==> config.mk <==
export PLATFORM = sky130hd
export DESIGN_NAME = sffe_top
export DESIGN_NICKNAME = d
export VERILOG_FILES = /design/src/inc/sffe_pkg.sv /design/src/hdl/sffe_top.sv
export SDC_FILE = /design/constraint.sdc
export NUM_CORES = 1
export LEC_CHECK = 0
export BUFFER_PORTS_ARGS = -buffer_cell sky130_fd_sc_hd__buf_2
export CAP_MARGIN = 20
export CORE_MARGIN = 5
export CORE_UTILIZATION = 55
export CTS_CLUSTER_SIZE = 25
export DETAILED_ROUTE_END_ITERATION = 7
export PLACE_DENSITY = 0.86
export SLEW_MARGIN = 20
export SYNTH_ARGS = -nofsm -noshare
export SYNTH_HDL_FRONTEND = slang
export SYNTH_SLANG_ARGS = --single-unit
==> constraint.sdc <==
create_clock -name clock -period 8.4 [get_ports clock]
set_input_delay 0.84 -clock clock [delete_from_list [all_inputs] [get_ports clock]]
set_output_delay 0.84 -clock clock [all_outputs]
set_load 0.1 [all_outputs]
==> src/inc/sffe_pkg.sv <==
// package for the serial flash interface front end
package sffe_pkg;
  localparam int CLK_MHZ = 50;
  // powerup_write_delay in microseconds; figure chosen, not documented
  localparam int PUW_US = 100;
  localparam int PUW_CYC = PUW_US * CLK_MHZ;
  localparam int QE_BIT = 9;
  localparam logic [1:0] LOCK_SW = 2'h0;
  localparam logic [1:0] LOCK_HW = 2'h1;
  localparam logic [7:0] OP_WREN = 8'h06;
  localparam logic [7:0] OP_WRDI = 8'h04;
  localparam logic [7:0] OP_WRSR = 8'h01;
  localparam logic [7:0] OP_PROG = 8'h02;
  localparam logic [7:0] OP_SE = 8'h20;
  localparam logic [7:0] OP_BE32 = 8'h52;
  localparam logic [7:0] OP_BE64 = 8'hD8;
  localparam logic [7:0] OP_CE = 8'hC7;
  localparam logic [7:0] OP_CE2 = 8'h60;
  localparam logic [7:0] OP_PD = 8'hB9;
  localparam logic [7:0] OP_RPD = 8'hAB;
  localparam logic [7:0] OP_DOR = 8'h3B;
  localparam logic [7:0] OP_DIOR = 8'hBB;
  localparam logic [7:0] OP_QOR = 8'h6B;
  localparam logic [7:0] OP_QIOR = 8'hEB;
  localparam logic [7:0] OP_WQR = 8'hE7;
  localparam logic [7:0] OP_OQR = 8'hE3;
  typedef enum logic [1:0] {LN1, LN2, LN4} sffe_lanes_t;
  typedef struct packed {
    logic [7:0] opcode;
    logic       valid;
  } sffe_cmd_t;
  typedef struct packed {
    logic       statusLockModeHi;
    logic       statusLockModeLo;
    logic       quadLaneEnable;
    logic       protectGranuleSelect;
    logic       protectFromBottom;
    logic [2:0] protectSpan;
  } sffe_status_t;
endpackage

==> src/hdl/sffe_top.sv <==
// serial flash interface front end and write-protect gating
// Operation
// - single lane: serial input sampled on rising serial clock edges
// - single lane: serial output changes on falling serial clock edges
// - dual/quad lanes sampled on rising, driven on falling clock edges
// - quad needs quad lane enable; protect and pause pins become lanes 2, 3
// - only clock modes 0 and 3; clock level stable at select edges
// - dual reads turn serial in and out into lanes 0 and 1
// - quad reads use all four lanes
// - active-low protect pin gates status writes with lock bits
// - protect pin function off while quad lane enable set
// - pause starts at pause fall if clock low, else next falling clock
// - pause ends at pause rise if clock low, else next falling clock
// - while paused: output off, inputs ignored, state kept
// - pause only in single and dual lane operation
// - during supply reset nothing operates
// - write-class instructions rejected until power-up write delay elapses
// - write enable latch zero at power-up, required for writes
// - write enable latch cleared when write operation finishes
// - lock and protect bits make the array portion read-only; protect bits unused here, array writes not gated
// - in power-down only release is recognised
// - status write allowed by lock bits, latch and protect pin
// - first instruction only after select falls from high
// - deselected: all output lanes high impedance
// - quad lane enable is status bit 9; zero enables pin functions
// - hardware lock mode with protect pin low blocks status writes
`timescale 1ns/1ps
`default_nettype none
module sffe_top #(
  parameter int PUW_CYCLES = sffe_pkg::PUW_CYC
) (
  input  wire logic                 clock,
  input  wire logic                 sys_rst,
  input  wire logic                 chipSelN,
  input  wire logic                 serialClk,
  input  wire logic [3:0]           laneIn,
  output logic [3:0]                laneOut,
  output logic [3:0]                laneOe,
  input  wire sffe_pkg::sffe_status_t statusIn,
  input  wire logic [7:0]           readData,
  output logic                      readTake,
  output sffe_pkg::sffe_cmd_t       cmdOut,
  output logic [7:0]                rxByte,
  output logic                      rxValid,
  input  wire logic                 opDone,
  output logic                      writeEnableLatch,
  output logic                      statusWriteOk,
  output logic                      writeLockout,
  output logic                      powerDown,
  output logic                      paused
);
  // ----------------------------------------
  // input synchronisers
  // ----------------------------------------
  logic [6:0] s1_ff, s2_ff, s3_ff;
  always_ff @(posedge clock or posedge sys_rst)
    if (sys_rst)
    begin
      s1_ff <= 7'h7f;
      s2_ff <= 7'h7f;
      s3_ff <= 7'h7f;
    end
    else
    begin
      s1_ff <= {chipSelN, serialClk, laneIn, 1'b1};
      s2_ff <= s1_ff;
      s3_ff <= s2_ff;
    end
  logic csN, sck, sckPrev, csPrev;
  logic [3:0] din;
  assign csN = s2_ff[6];
  assign sck = s2_ff[5];
  assign din = s2_ff[4:1];
  assign csPrev = s3_ff[6];
  assign sckPrev = s3_ff[5];
  logic sckRise, sckFall, csRise;
  assign sckRise = sck & ~sckPrev & ~csN;
  assign sckFall = ~sck & sckPrev & ~csN;
  assign csRise = csN & ~csPrev;

  logic quadEn;
  assign quadEn = statusIn.quadLaneEnable;

  // ----------------------------------------
  // pause
  // ----------------------------------------
  logic pauseN, pauseReq, pause_ff, lanes2Ok;
  sffe_pkg::sffe_lanes_t mode_ff;
  assign pauseN = din[3];
  assign pauseReq = ~quadEn & ~csN & ~pauseN & (mode_ff != sffe_pkg::LN4);
  always_ff @(posedge clock or posedge sys_rst)
    if (sys_rst)
      pause_ff <= 1'b0;
    else if (csN)
      pause_ff <= 1'b0;
    else if (pauseReq != pause_ff && (~sck || sckFall))
      pause_ff <= pauseReq;
  logic active;
  assign active = ~pause_ff;

  // ----------------------------------------
  // shifter
  // ----------------------------------------
  logic armed_ff, pwrDn_ff, wel_ff, opValid_ff, byteDone;
  logic [7:0] sh_ff, op_ff, tx_ff;
  logic [3:0] cnt_ff;
  logic [2:0] step;
  always_comb
    case (mode_ff)
      sffe_pkg::LN2: step = 3'd2;
      sffe_pkg::LN4: step = 3'd4;
      default:       step = 3'd1;
    endcase
  assign byteDone = (cnt_ff + {1'b0, step}) >= 4'd8;

  always_ff @(posedge clock or posedge sys_rst)
    if (sys_rst)
      armed_ff <= 1'b0;
    else if (csN)
      armed_ff <= 1'b1;
    else if (csRise)
      armed_ff <= 1'b1;

  always_ff @(posedge clock or posedge sys_rst)
    if (sys_rst)
    begin
      sh_ff <= 8'h00;
      cnt_ff <= 4'h0;
      opValid_ff <= 1'b0;
      op_ff <= 8'h00;
    end
    else if (csN)
    begin
      cnt_ff <= 4'h0;
      opValid_ff <= 1'b0;
    end
    else if (armed_ff && active && sckRise)
    begin
      case (mode_ff)
        sffe_pkg::LN2: sh_ff <= {sh_ff[5:0], din[1:0]};
        sffe_pkg::LN4: sh_ff <= {sh_ff[3:0], din};
        default:       sh_ff <= {sh_ff[6:0], din[0]};
        endcase
      cnt_ff <= byteDone ? 4'h0 : cnt_ff + {1'b0, step};
      if (byteDone && !opValid_ff)
      begin
        opValid_ff <= 1'b1;
        op_ff <= {sh_ff[6:0], din[0]};
      end
    end

  logic [7:0] rxNow;
  assign rxNow = (mode_ff == sffe_pkg::LN4) ? {sh_ff[3:0], din} :
                 (mode_ff == sffe_pkg::LN2) ? {sh_ff[5:0], din[1:0]} : {sh_ff[6:0], din[0]};
  logic opEdge;
  assign opEdge = armed_ff & active & sckRise & byteDone & ~opValid_ff;

  // ----------------------------------------
  // power-up lockout
  // ----------------------------------------
  logic [$clog2(PUW_CYCLES+1)-1:0] puw_ff;
  always_ff @(posedge clock or posedge sys_rst)
    if (sys_rst)
      puw_ff <= '0;
    else if (puw_ff != PUW_CYCLES[$clog2(PUW_CYCLES+1)-1:0])
      puw_ff <= puw_ff + 1'b1;
  logic lock;
  assign lock = puw_ff != PUW_CYCLES[$clog2(PUW_CYCLES+1)-1:0];

  function automatic logic isWrite(input logic [7:0] o);
    isWrite = o == sffe_pkg::OP_WREN || o == sffe_pkg::OP_WRSR || o == sffe_pkg::OP_PROG ||
              o == sffe_pkg::OP_SE || o == sffe_pkg::OP_BE32 || o == sffe_pkg::OP_BE64 ||
              o == sffe_pkg::OP_CE || o == sffe_pkg::OP_CE2;
  endfunction

  logic srOk;
  always_comb
  begin
    srOk = wel_ff;
    if (statusIn.statusLockModeHi)
      srOk = 1'b0;
    else if (statusIn.statusLockModeLo && !quadEn && !din[2])
      srOk = 1'b0;
  end

  logic accept;
  always_comb
  begin
    accept = 1'b1;
    if (pwrDn_ff && rxNow != sffe_pkg::OP_RPD)
      accept = 1'b0;
    else if (lock && isWrite(rxNow))
      accept = 1'b0;
    else if (isWrite(rxNow) && rxNow != sffe_pkg::OP_WREN && !wel_ff)
      accept = 1'b0;
    else if (rxNow == sffe_pkg::OP_WRSR && !srOk)
      accept = 1'b0;
    else if ((rxNow == sffe_pkg::OP_QOR || rxNow == sffe_pkg::OP_QIOR ||
              rxNow == sffe_pkg::OP_WQR || rxNow == sffe_pkg::OP_OQR) && !quadEn)
      accept = 1'b0;
  end

  always_ff @(posedge clock or posedge sys_rst)
    if (sys_rst)
      cmdOut <= '0;
    else
    begin
      cmdOut.valid <= opEdge & accept;
      if (opEdge)
        cmdOut.opcode <= rxNow;
    end

  always_ff @(posedge clock or posedge sys_rst)
    if (sys_rst)
    begin
      rxByte <= 8'h00;
      rxValid <= 1'b0;
    end
    else
    begin
      rxValid <= armed_ff & active & sckRise & byteDone & opValid_ff;
      rxByte <= rxNow;
    end

  // ----------------------------------------
  // latch and power-down
  // ----------------------------------------
  always_ff @(posedge clock or posedge sys_rst)
    if (sys_rst)
      wel_ff <= 1'b0;
    else if (opEdge && accept && rxNow == sffe_pkg::OP_WREN)
      wel_ff <= 1'b1;
    else if (opDone)
      wel_ff <= 1'b0;
    else if (opEdge && accept && rxNow == sffe_pkg::OP_WRDI)
      wel_ff <= 1'b0;

  always_ff @(posedge clock or posedge sys_rst)
    if (sys_rst)
      pwrDn_ff <= 1'b0;
    else if (opEdge && accept && rxNow == sffe_pkg::OP_PD)
      pwrDn_ff <= 1'b1;
    else if (opEdge && rxNow == sffe_pkg::OP_RPD)
      pwrDn_ff <= 1'b0;

  // ----------------------------------------
  // lane mode
  // ----------------------------------------
  always_ff @(posedge clock or posedge sys_rst)
    if (sys_rst)
      mode_ff <= sffe_pkg::LN1;
    else if (csN)
      mode_ff <= sffe_pkg::LN1;
    else if (opEdge && accept && (rxNow == sffe_pkg::OP_DIOR))
      mode_ff <= sffe_pkg::LN2;
    else if (opEdge && accept && (rxNow == sffe_pkg::OP_QIOR || rxNow == sffe_pkg::OP_WQR ||
                                  rxNow == sffe_pkg::OP_OQR))
      mode_ff <= sffe_pkg::LN4;

  // ----------------------------------------
  // output lanes
  // ----------------------------------------
  logic outMode;
  logic [3:0] txCnt_ff;
  always_ff @(posedge clock or posedge sys_rst)
    if (sys_rst)
      outMode <= 1'b0;
    else if (csN)
      outMode <= 1'b0;
    else if (opEdge && accept)
      outMode <= rxNow == sffe_pkg::OP_DOR || rxNow == sffe_pkg::OP_QOR;

  logic [2:0] txStep;
  assign txStep = (outMode && op_ff == sffe_pkg::OP_DOR) ? 3'd2 :
                  (outMode && op_ff == sffe_pkg::OP_QOR) || mode_ff == sffe_pkg::LN4 ? 3'd4 :
                  mode_ff == sffe_pkg::LN2 ? 3'd2 : 3'd1;

  always_ff @(posedge clock or posedge sys_rst)
    if (sys_rst)
    begin
      tx_ff <= 8'h00;
      txCnt_ff <= 4'h0;
      readTake <= 1'b0;
    end
    else
    begin
      readTake <= 1'b0;
      if (csN)
        txCnt_ff <= 4'h0;
      else if (opValid_ff && active && sckFall)
      begin
        if (txCnt_ff == 4'h0)
        begin
          tx_ff <= readData;
          readTake <= 1'b1;
        end
        else
          tx_ff <= tx_ff << txStep;
        txCnt_ff <= (txCnt_ff + {1'b0, txStep}) >= 4'd8 ? 4'h0 : txCnt_ff + {1'b0, txStep};
      end
    end

  always_ff @(posedge clock or posedge sys_rst)
    if (sys_rst)
    begin
      laneOut <= 4'h0;
      laneOe <= 4'h0;
    end
    else if (csN || pause_ff || !opValid_ff)
      laneOe <= 4'h0;
    else
    begin
      case (txStep)
        3'd4:
        begin
          laneOut <= tx_ff[7:4];
          laneOe <= 4'hf;
        end
        3'd2:
        begin
          laneOut <= {2'b00, tx_ff[7:6]};
          laneOe <= 4'h3;
        end
        default:
        begin
          laneOut <= {2'b00, tx_ff[7], 1'b0};
          laneOe <= 4'h2;
        end
      endcase
    end

  always_ff @(posedge clock or posedge sys_rst)
    if (sys_rst)
    begin
      writeEnableLatch <= 1'b0;
      statusWriteOk <= 1'b0;
      writeLockout <= 1'b1;
      powerDown <= 1'b0;
      paused <= 1'b0;
    end
    else
    begin
      writeEnableLatch <= wel_ff;
      statusWriteOk <= srOk;
      writeLockout <= lock;
      powerDown <= pwrDn_ff;
      paused <= pause_ff;
    end

  // ----------------------------------------
  // checks
  // ----------------------------------------
  property p_wel_clear;
    @(posedge clock) disable iff (sys_rst)
      opDone && !(opEdge && accept && rxNow == sffe_pkg::OP_WREN) |=> !wel_ff;
  endproperty
  a_wel_clear: assert property (p_wel_clear) else $error("latch not cleared");
  property p_desel_hiz;
    @(posedge clock) disable iff (sys_rst) csN |=> laneOe == 4'h0;
  endproperty
  a_desel_hiz: assert property (p_desel_hiz) else $error("lanes driven deselected");
  property p_pause_hiz;
    @(posedge clock) disable iff (sys_rst) pause_ff |=> laneOe == 4'h0;
  endproperty
  a_pause_hiz: assert property (p_pause_hiz) else $error("driving while paused");
  property p_lock;
    @(posedge clock) disable iff (sys_rst) lock && opEdge && isWrite(rxNow) |=> !cmdOut.valid;
  endproperty
  a_lock: assert property (p_lock) else $error("write taken in lockout");
  property p_pd;
    @(posedge clock) disable iff (sys_rst)
      pwrDn_ff && opEdge && rxNow != sffe_pkg::OP_RPD |=> !cmdOut.valid;
  endproperty
  a_pd: assert property (p_pd) else $error("instruction in power-down");
  property p_quad_nopause;
    @(posedge clock) disable iff (sys_rst) quadEn |=> !pause_ff;
  endproperty
  a_quad_nopause: assert property (p_quad_nopause) else $error("pause in quad");
  property p_hwlock;
    @(posedge clock) disable iff (sys_rst)
      statusIn.statusLockModeLo && !statusIn.statusLockModeHi && !quadEn && !din[2] |-> !srOk;
  endproperty
  a_hwlock: assert property (p_hwlock) else $error("status write not locked");
  property p_single;
    @(posedge clock) disable iff (sys_rst) csN |=> mode_ff == sffe_pkg::LN1;
  endproperty
  a_single: assert property (p_single) else $error("lanes not single");
endmodule
`default_nettype wire

* After elaboration in Yosys (flattened, before gate mapping)
Cells that the tools add are included.
** Storage, ports and cells
- Input port bits :: 25
- Output and inout port bits :: 32
- Register bits after elaboration :: 102
- Logic and storage cells :: 187
** Operators by class
- Equal/unequal tests :: 28
- Add/subtract/negate cells :: 3
- Bitwise gates (word level) :: 22
- $lt $le $gt $ge :: 2
- Reduce and logical (&&, ||, !) cells :: 59
- Muxes and demuxes :: 44
- Shift operators :: 1
** Operator list (number)
- $eq A8 B8 Y1 const B :: 8
- $eq A8 B7 Y1 const B :: 4
- $mux W4 :: 7
- $eq A8 B6 Y1 const B :: 3
- $mux W1 :: 24
- $mux W8 :: 3
- $logic_and A1 B1 Y1 :: 23
- $logic_or A1 B1 Y1 :: 17
- $eq A8 B3 Y1 const B :: 2
- $pmux W4 S2 :: 2
- $and A1 B1 Y1 :: 14
- $pmux W7 S2 :: 1
- $reduce_bool A2 Y1 :: 7
- $add A13 B1 Y13 const B :: 1
- $ne A13 B13 Y1 const B :: 1
- $add A4 B3 Y4 :: 2
- $eq A8 B1 Y1 const B :: 1
- $eq A8 B2 Y1 const B :: 1
- $ge A4 B4 Y1 const B :: 2
- $mux W2 :: 4
- $ne A8 B3 Y1 const B :: 1
- $ne A8 B8 Y1 const B :: 1
- $not A1 Y1 :: 8
- $shl A8 B3 Y8 :: 1
- other kinds (13) :: 21

* Logic depth before layout (Yosys ltp)
- Depth after elaboration :: 21
- Mapped depth :: 14
- Gate-level depth less buffers :: 12

* Least setup slack after synthesis
OpenSTA, ideal clock, no wires.
- Path type :: register to register
- From :: register mode_ff[0]
- To :: register txCnt_ff[1]
- Period minus slack after synthesis :: 2.833 ns
- Buffers on the path :: 2
- Required time :: 8.305 ns
- Arrival :: 2.738 ns
- Stages on the path, launching flop included :: 15
- Library setup time :: 0.095 ns
- Slack :: 5.567 ns
- Cells stage by stage :: dfrtp_1 -> inv_1 -> ha_1 -> buf_6 -> buf_2 -> nand2b_1 -> o31ai_1 -> a2bb2oi_2 -> inv_1 -> ha_1 -> a21o_1 -> a21oi_1 -> xnor2_1 -> or3_1 -> o31ai_1
** On the way
- Word-level cells in the longest chain between the ends :: 9
** RTL lines
- from (decl) :: RTL line sffe_top.sv:88 : sffe_pkg::sffe_lanes_t mode_ff;
- from (signal assigned) :: RTL line sffe_top.sv:251 : mode_ff <= sffe_pkg::LN1;
- from (signal assigned) :: RTL line sffe_top.sv:253 : mode_ff <= sffe_pkg::LN1;
- from (signal assigned) :: RTL line sffe_top.sv:255 : mode_ff <= sffe_pkg::LN2;
- $eq A2 B1 Y1 / $eq A2 B2 Y1 (equally long branches) :: RTL line sffe_top.sv:276, sffe_top.sv:275
- $mux W2 / $logic_or A1 B1 Y1 (equally long branches) :: RTL line sffe_top.sv:276, sffe_top.sv:275
- $mux W3 (*) :: RTL line sffe_top.sv:275 : (outMode && op_ff == sffe_pkg::OP_QOR) || mode_ff == sffe_pkg::LN4 ? 3'd4 :
- $mux W3 (*) :: RTL line sffe_top.sv:274 : assign txStep = (outMode && op_ff == sffe_pkg::OP_DOR) ? 3'd2 :
- $add A4 B3 Y4 (*) :: RTL line sffe_top.sv:299 : txCnt_ff <= (txCnt_ff + {1'b0, txStep}) >= 4'd8 ? 4'h0 : txCnt_ff + {1'b0, txStep};
- $ge A4 B4 Y1 :: RTL line sffe_top.sv:299
- $mux W4 (*) :: RTL line sffe_top.sv:299
- $mux W4 (*) :: RTL line sffe_top.sv:290 : else if (opValid_ff && active && sckFall)
- $mux W4 (*) :: RTL line sffe_top.sv:288 : if (csN)
- to (signal assigned) :: RTL line sffe_top.sv:299
- to (decl) :: RTL line sffe_top.sv:264 : logic [3:0] txCnt_ff;
Every way passes the cells marked *; elsewhere a longest branch is shown, timed or not. The select of a mux whose other input is x is not followed.
A chain may end at the register's enable or synchronous reset.

* Worst setup path in the final report
- From :: register mode_ff[0]
- To :: register pwrDn_ff
** On the way
- Word-level cells in the longest chain between the ends :: 19
** RTL lines
- $eq A2 B1 Y1 :: RTL line sffe_top.sv:109, sffe_top.sv:154
- $mux W8 :: RTL line sffe_top.sv:154 : (mode_ff == sffe_pkg::LN2) ? {sh_ff[5:0], din[1:0]} : {sh_ff[6:0], din[0]};
- $mux W8 :: RTL line sffe_top.sv:153 : assign rxNow = (mode_ff == sffe_pkg::LN4) ? {sh_ff[3:0], din} :
- $eq A8 B3 Y1 / $eq A8 B1 Y1 (equally long branches) :: RTL line sffe_top.sv:171, sffe_top.sv:196
- $logic_or A1 B1 Y1 (3 in a row) :: RTL line sffe_top.sv:171 : isWrite = o == sffe_pkg::OP_WREN || o == sffe_pkg::OP_WRSR || o == sffe_pkg::OP_PROG ||
- $logic_or A1 B1 Y1 (3 in a row) :: RTL line sffe_top.sv:172 : o == sffe_pkg::OP_SE || o == sffe_pkg::OP_BE32 || o == sffe_pkg::OP_BE64 ||
- $logic_or A1 B1 Y1 :: RTL line sffe_top.sv:173 : o == sffe_pkg::OP_CE || o == sffe_pkg::OP_CE2;
- $logic_and A1 B1 Y1 (2 in a row) :: RTL line sffe_top.sv:194 : else if (isWrite(rxNow) && rxNow != sffe_pkg::OP_WREN && !wel_ff)
- $mux W1 :: RTL line sffe_top.sv:194
- $mux W1 :: RTL line sffe_top.sv:192 : else if (lock && isWrite(rxNow))
- $mux W1 :: RTL line sffe_top.sv:190 : if (pwrDn_ff && rxNow != sffe_pkg::OP_RPD)
- $logic_and A1 B1 Y1 (2 in a row) :: RTL line sffe_top.sv:241 : else if (opEdge && accept && rxNow == sffe_pkg::OP_PD)
- $mux W1 / $reduce_bool A2 Y1 (equally long branches)
- to (signal assigned) :: RTL line sffe_top.sv:240 : pwrDn_ff <= 1'b0;
- to (signal assigned) :: RTL line sffe_top.sv:242 : pwrDn_ff <= 1'b1;
- to (signal assigned) :: RTL line sffe_top.sv:244 : pwrDn_ff <= 1'b0;
- to (decl) :: RTL line sffe_top.sv:104 : logic armed_ff, pwrDn_ff, wel_ff, opValid_ff, byteDone;
Several ways; a longest one is shown, not always the timed one.

==> summary.txt <==
Setup path
  • Critical Path RT: 8630 ps
  • Critical path cell sequence: inv_1 > ha_1 > ha_1 > a31o_2 > a31oi_1 > xor2_1 > or3_1 > o31ai_1 > o31ai_1
  • Worst Path Buf+Inv: 1
  • Max stage delay on crit path: 720 ps
  • CP max stage cell: or3_1
  • Critical Path Start Type: register
  • Worst EP arrival: 3660 ps
  • Critical Path Fanout Max: 22
  • Critical Path Sink Type: register
  • Crit-path leading delay family: adder cells
  • CP Class: register to register

CTS
  • Total CTS buffers: 9
  • Setup Buffers After CTS: 0
  • CTS tree: done
  • Root Driver: clkbuf_8
  • Max clock buf depth: 2
  • Worst-path clk slew: 90 ps
  • Hold_buf cts: 0
  • Clock Latency Late Sink: 370 ps
  • H-tree Lvls: 3
  • Clock sink total: 96
  • Post-CTS sizing: 0

Yosys
  • Number of flops mapped to enable cells by yosys: 0
  • Sequential area share after synthesis: 53.5%
  • Synth Flop Type: dfrtp_1
  • Synth area leader: dfrtp_1
  • Async SR Flop Fraction: 100%
  • Yosys warns: 0
  • Post-synthesis cell area: 4520 sq um
  • FF+latch count, synth: 96
  • Synth Instances: 449
  • Share of Yosys cell area claimed by the top area cell type: 45.4%
  • Unique masters post-synth: 55
  • Top cells by area, synth: dfrtp_1 45%, dfstp_2 8.1%, nand2_1 6.4%
  • Avg Cell Area, Syn: 10.1 sq um
  • Post-Syn Nets: 486

Die
  • Die area: 10100 sq um
  • Die H: 101 microns
  • Cell Rows: 33
  • Core Area: 8130 sq um
  • Die width: 101 microns
  • Starting Density: 55.6%
  • Boundary pin count: 57

Cells and area
  • Finished Layout Cells: 608
  • Reg area: 2420 sq um
  • Fill cell total of the finished layout: 663
  • Ant diodes: 0
  • Layout cell share with drive strength beyond 1: 19.5%
  • Final #Nets: 535
  • P&R area growth vs syn: 12.3%
  • Multi-input gate area: 1940 sq um

Placed design
  • Place WS: 4970 ps
  • RePlAce Congestion: 0.907
  • Port buffer count: 51
  • # placed instances: 592
  • DP HPWL: 6410 microns

STA
  • Slew at the pin closest to its max-slew limit: 995 ps
  • Count of final hold-check violations: 0
  • Final number of max-transition violations: 0
  • RSZ-0062 raised after global routing: false
  • Clk_skew: 26.4 ps
  • Setup TNS Final: 0 ps
  • Tmin final: 3430 ps
  • # setup viols final: 0
  • Max Clk Rate: 291 MHz
  • Worst Setup Slack, final: 4970 ps
  • Relative slew slack: 33.7%
  • Tcrit/Tclk final: 40.9%

Min path
  • Worst hold path class: register to register

Power
  • Pwr dens: 194 nW/um^2
  • Worst VDD drop: 0.106 mV
  • P_leak: 2.40 nW
  • Pwr Total: 0.988 mW

Global route
  • Global route overflow: 0
  • Initial antenna violation count: 0
  • GRT Overall Usage: 19.7%
  • Largest net degree at the start of global routing: 53
  • First-pass GRT wire length: 16100 microns
  • Vias in the first global route: 3418

Outcome
  • Outcome: finished clean

Drt
  • Residual DRC: 0
  • Vias: 3490
  • Post-DRT Antenna Nets: 0
  • First-pass DRT Iterations: 5
  • Initial DRC Count: 304
  • Routed Wire Length: 9260 microns
  • Via/cell ratio: 5.74
  • Avg WL per Cell: 15.2 microns

Job
  • Max Cap Violations: 0
-- layout by cell type (no fill, tap or decap), types with 5 or more instances in the layout --
master     n
nand3_1   17
nand2_1   77
clkbuf_8  10
nor2_1    25
a21oi_1   25
dfstp_2   14
xor2_1     6
buf_2     51
o21a_1     5
dfrtp_1   82
ha_1      11
inv_1     21
xnor2_1   12
o21ai_0   27
nor3_1    12
a31oi_1    5
buf_4      5
nand3b_1   7
o31ai_1    6
mux2i_1   18
-- final timing paths --
| check | start | to | slack (ps) | cells after the start |
|---|---|---|---|---|
| setup / recovery | mode_ff[0]$_DFFE_PP0P_ | pwrDn_ff$_DFFE_PP0P_ | 4970 | 9 |
| hold / removal | s1_ff[4]$_DFF_PP1_ | s2_ff[4]$_DFF_PP1_ | 360 | 0 |
| setup reg to reg | mode_ff[0]$_DFFE_PP0P_ | pwrDn_ff$_DFFE_PP0P_ | 4970 | 9 |
| hold reg to reg | s1_ff[4]$_DFF_PP1_ | s2_ff[4]$_DFF_PP1_ | 360 | 0 |
| max in group asynchronous | sys_rst | powerDown$_DFF_PP0_ | 6840 | 3 |
| min in group asynchronous | sys_rst | puw_ff[5]$_DFFE_PP0N_ | 530 | 2 |
-- power by group --
group / switching [mW] / internal [mW] / total, mW / leakage (nW)
Clock: 0.163 / 0.149 / 0.312 / 0.101
Sequential: 0.0189 / 0.485 / 0.504 / 1.22
Combinational: 0.135 / 0.0378 / 0.172 / 1.08
Total: 0.316 / 0.671 / 0.988 / 2.40
-- routing by layer --
metal,up-vias,share of wire (%),track usage [%]
met5,-,0,0
met4,0,1.8,6.74
met3,25,6.3,4.29
met2,124,49,31.6
met1,1683,43,26.8
li1,1658,-,-
-- cell families (layout without fill, tap and decap cells) --
logic type | count (synthesis) | after routing | share of synthesized area (%)
and+or+nand+nor | 173 | 173 | 18.6
muxes | 19 | 19 | 4.23
adders and majority gates | 12 | 12 | 3.48
buffers and inverters | 42 | 96 | 3.84
AOI/OAI and AO/OA | 89 | 89 | 12.8
DFF | 96 | 96 | 53.5
xor gates and xnor gates | 18 | 18 | 3.48
-- sequential cells by signal (all words and copies together) (netlist names), 2 cells and up --
name      cells
mode_ff       2
sh_ff         7
puw_ff       13
op_ff         8
rxByte        8
s2_ff         6
cmdOut        9
cnt_ff        4
laneOe        3
laneOut       4
s1_ff         6
txCnt_ff      4
tx_ff         8
-- area by class of cell --
type                            count  share of cell area, %
Sequential cell                    96                   47.6
Multi-Input combinational cell    311                   38.1
Timing Repair Buffer               56                   5.76
Clock buffer                       11                   2.78
Tap cell                          105                   2.59
Inverter                           24                   1.82
Clock inverter                      5                   1.26
-- through the flow --
step / instance area (sq um) / hold WS, ps / utilization, %
floorplan: 4520 / 345 / -
global placement: 4870 / 346 / 59.9
detailed placement: 4870 / 347 / 59.9
CTS: 5080 / 358 / 62.4
global route: 5080 / 363 / 62.4
finish: 5080 / 359 / 62.4
-- worst register-to-register path, delay by kind of cell (launching register included) --
family / cells / cell delay, ps
fa+ha+maj: 2 / 1040
compound gates: 4 / 860
xor+xnor: 1 / 190
buf+inv: 1 / 70
flops: 1 / 420
simple gates: 1 / 720
-- synthesized netlist by cell type, drive strengths merged (7+ instances only) --
cell type	count
inv	24
nand3b	7
dfstp	14
nand3	18
o21ai	29
ha	11
nor3	12
nor2	25
nand2	77
mux2i	18
dfrtp	82
a21oi	26
xnor2	12
clkbuf	12
Power figures use the tool's default switching activity.
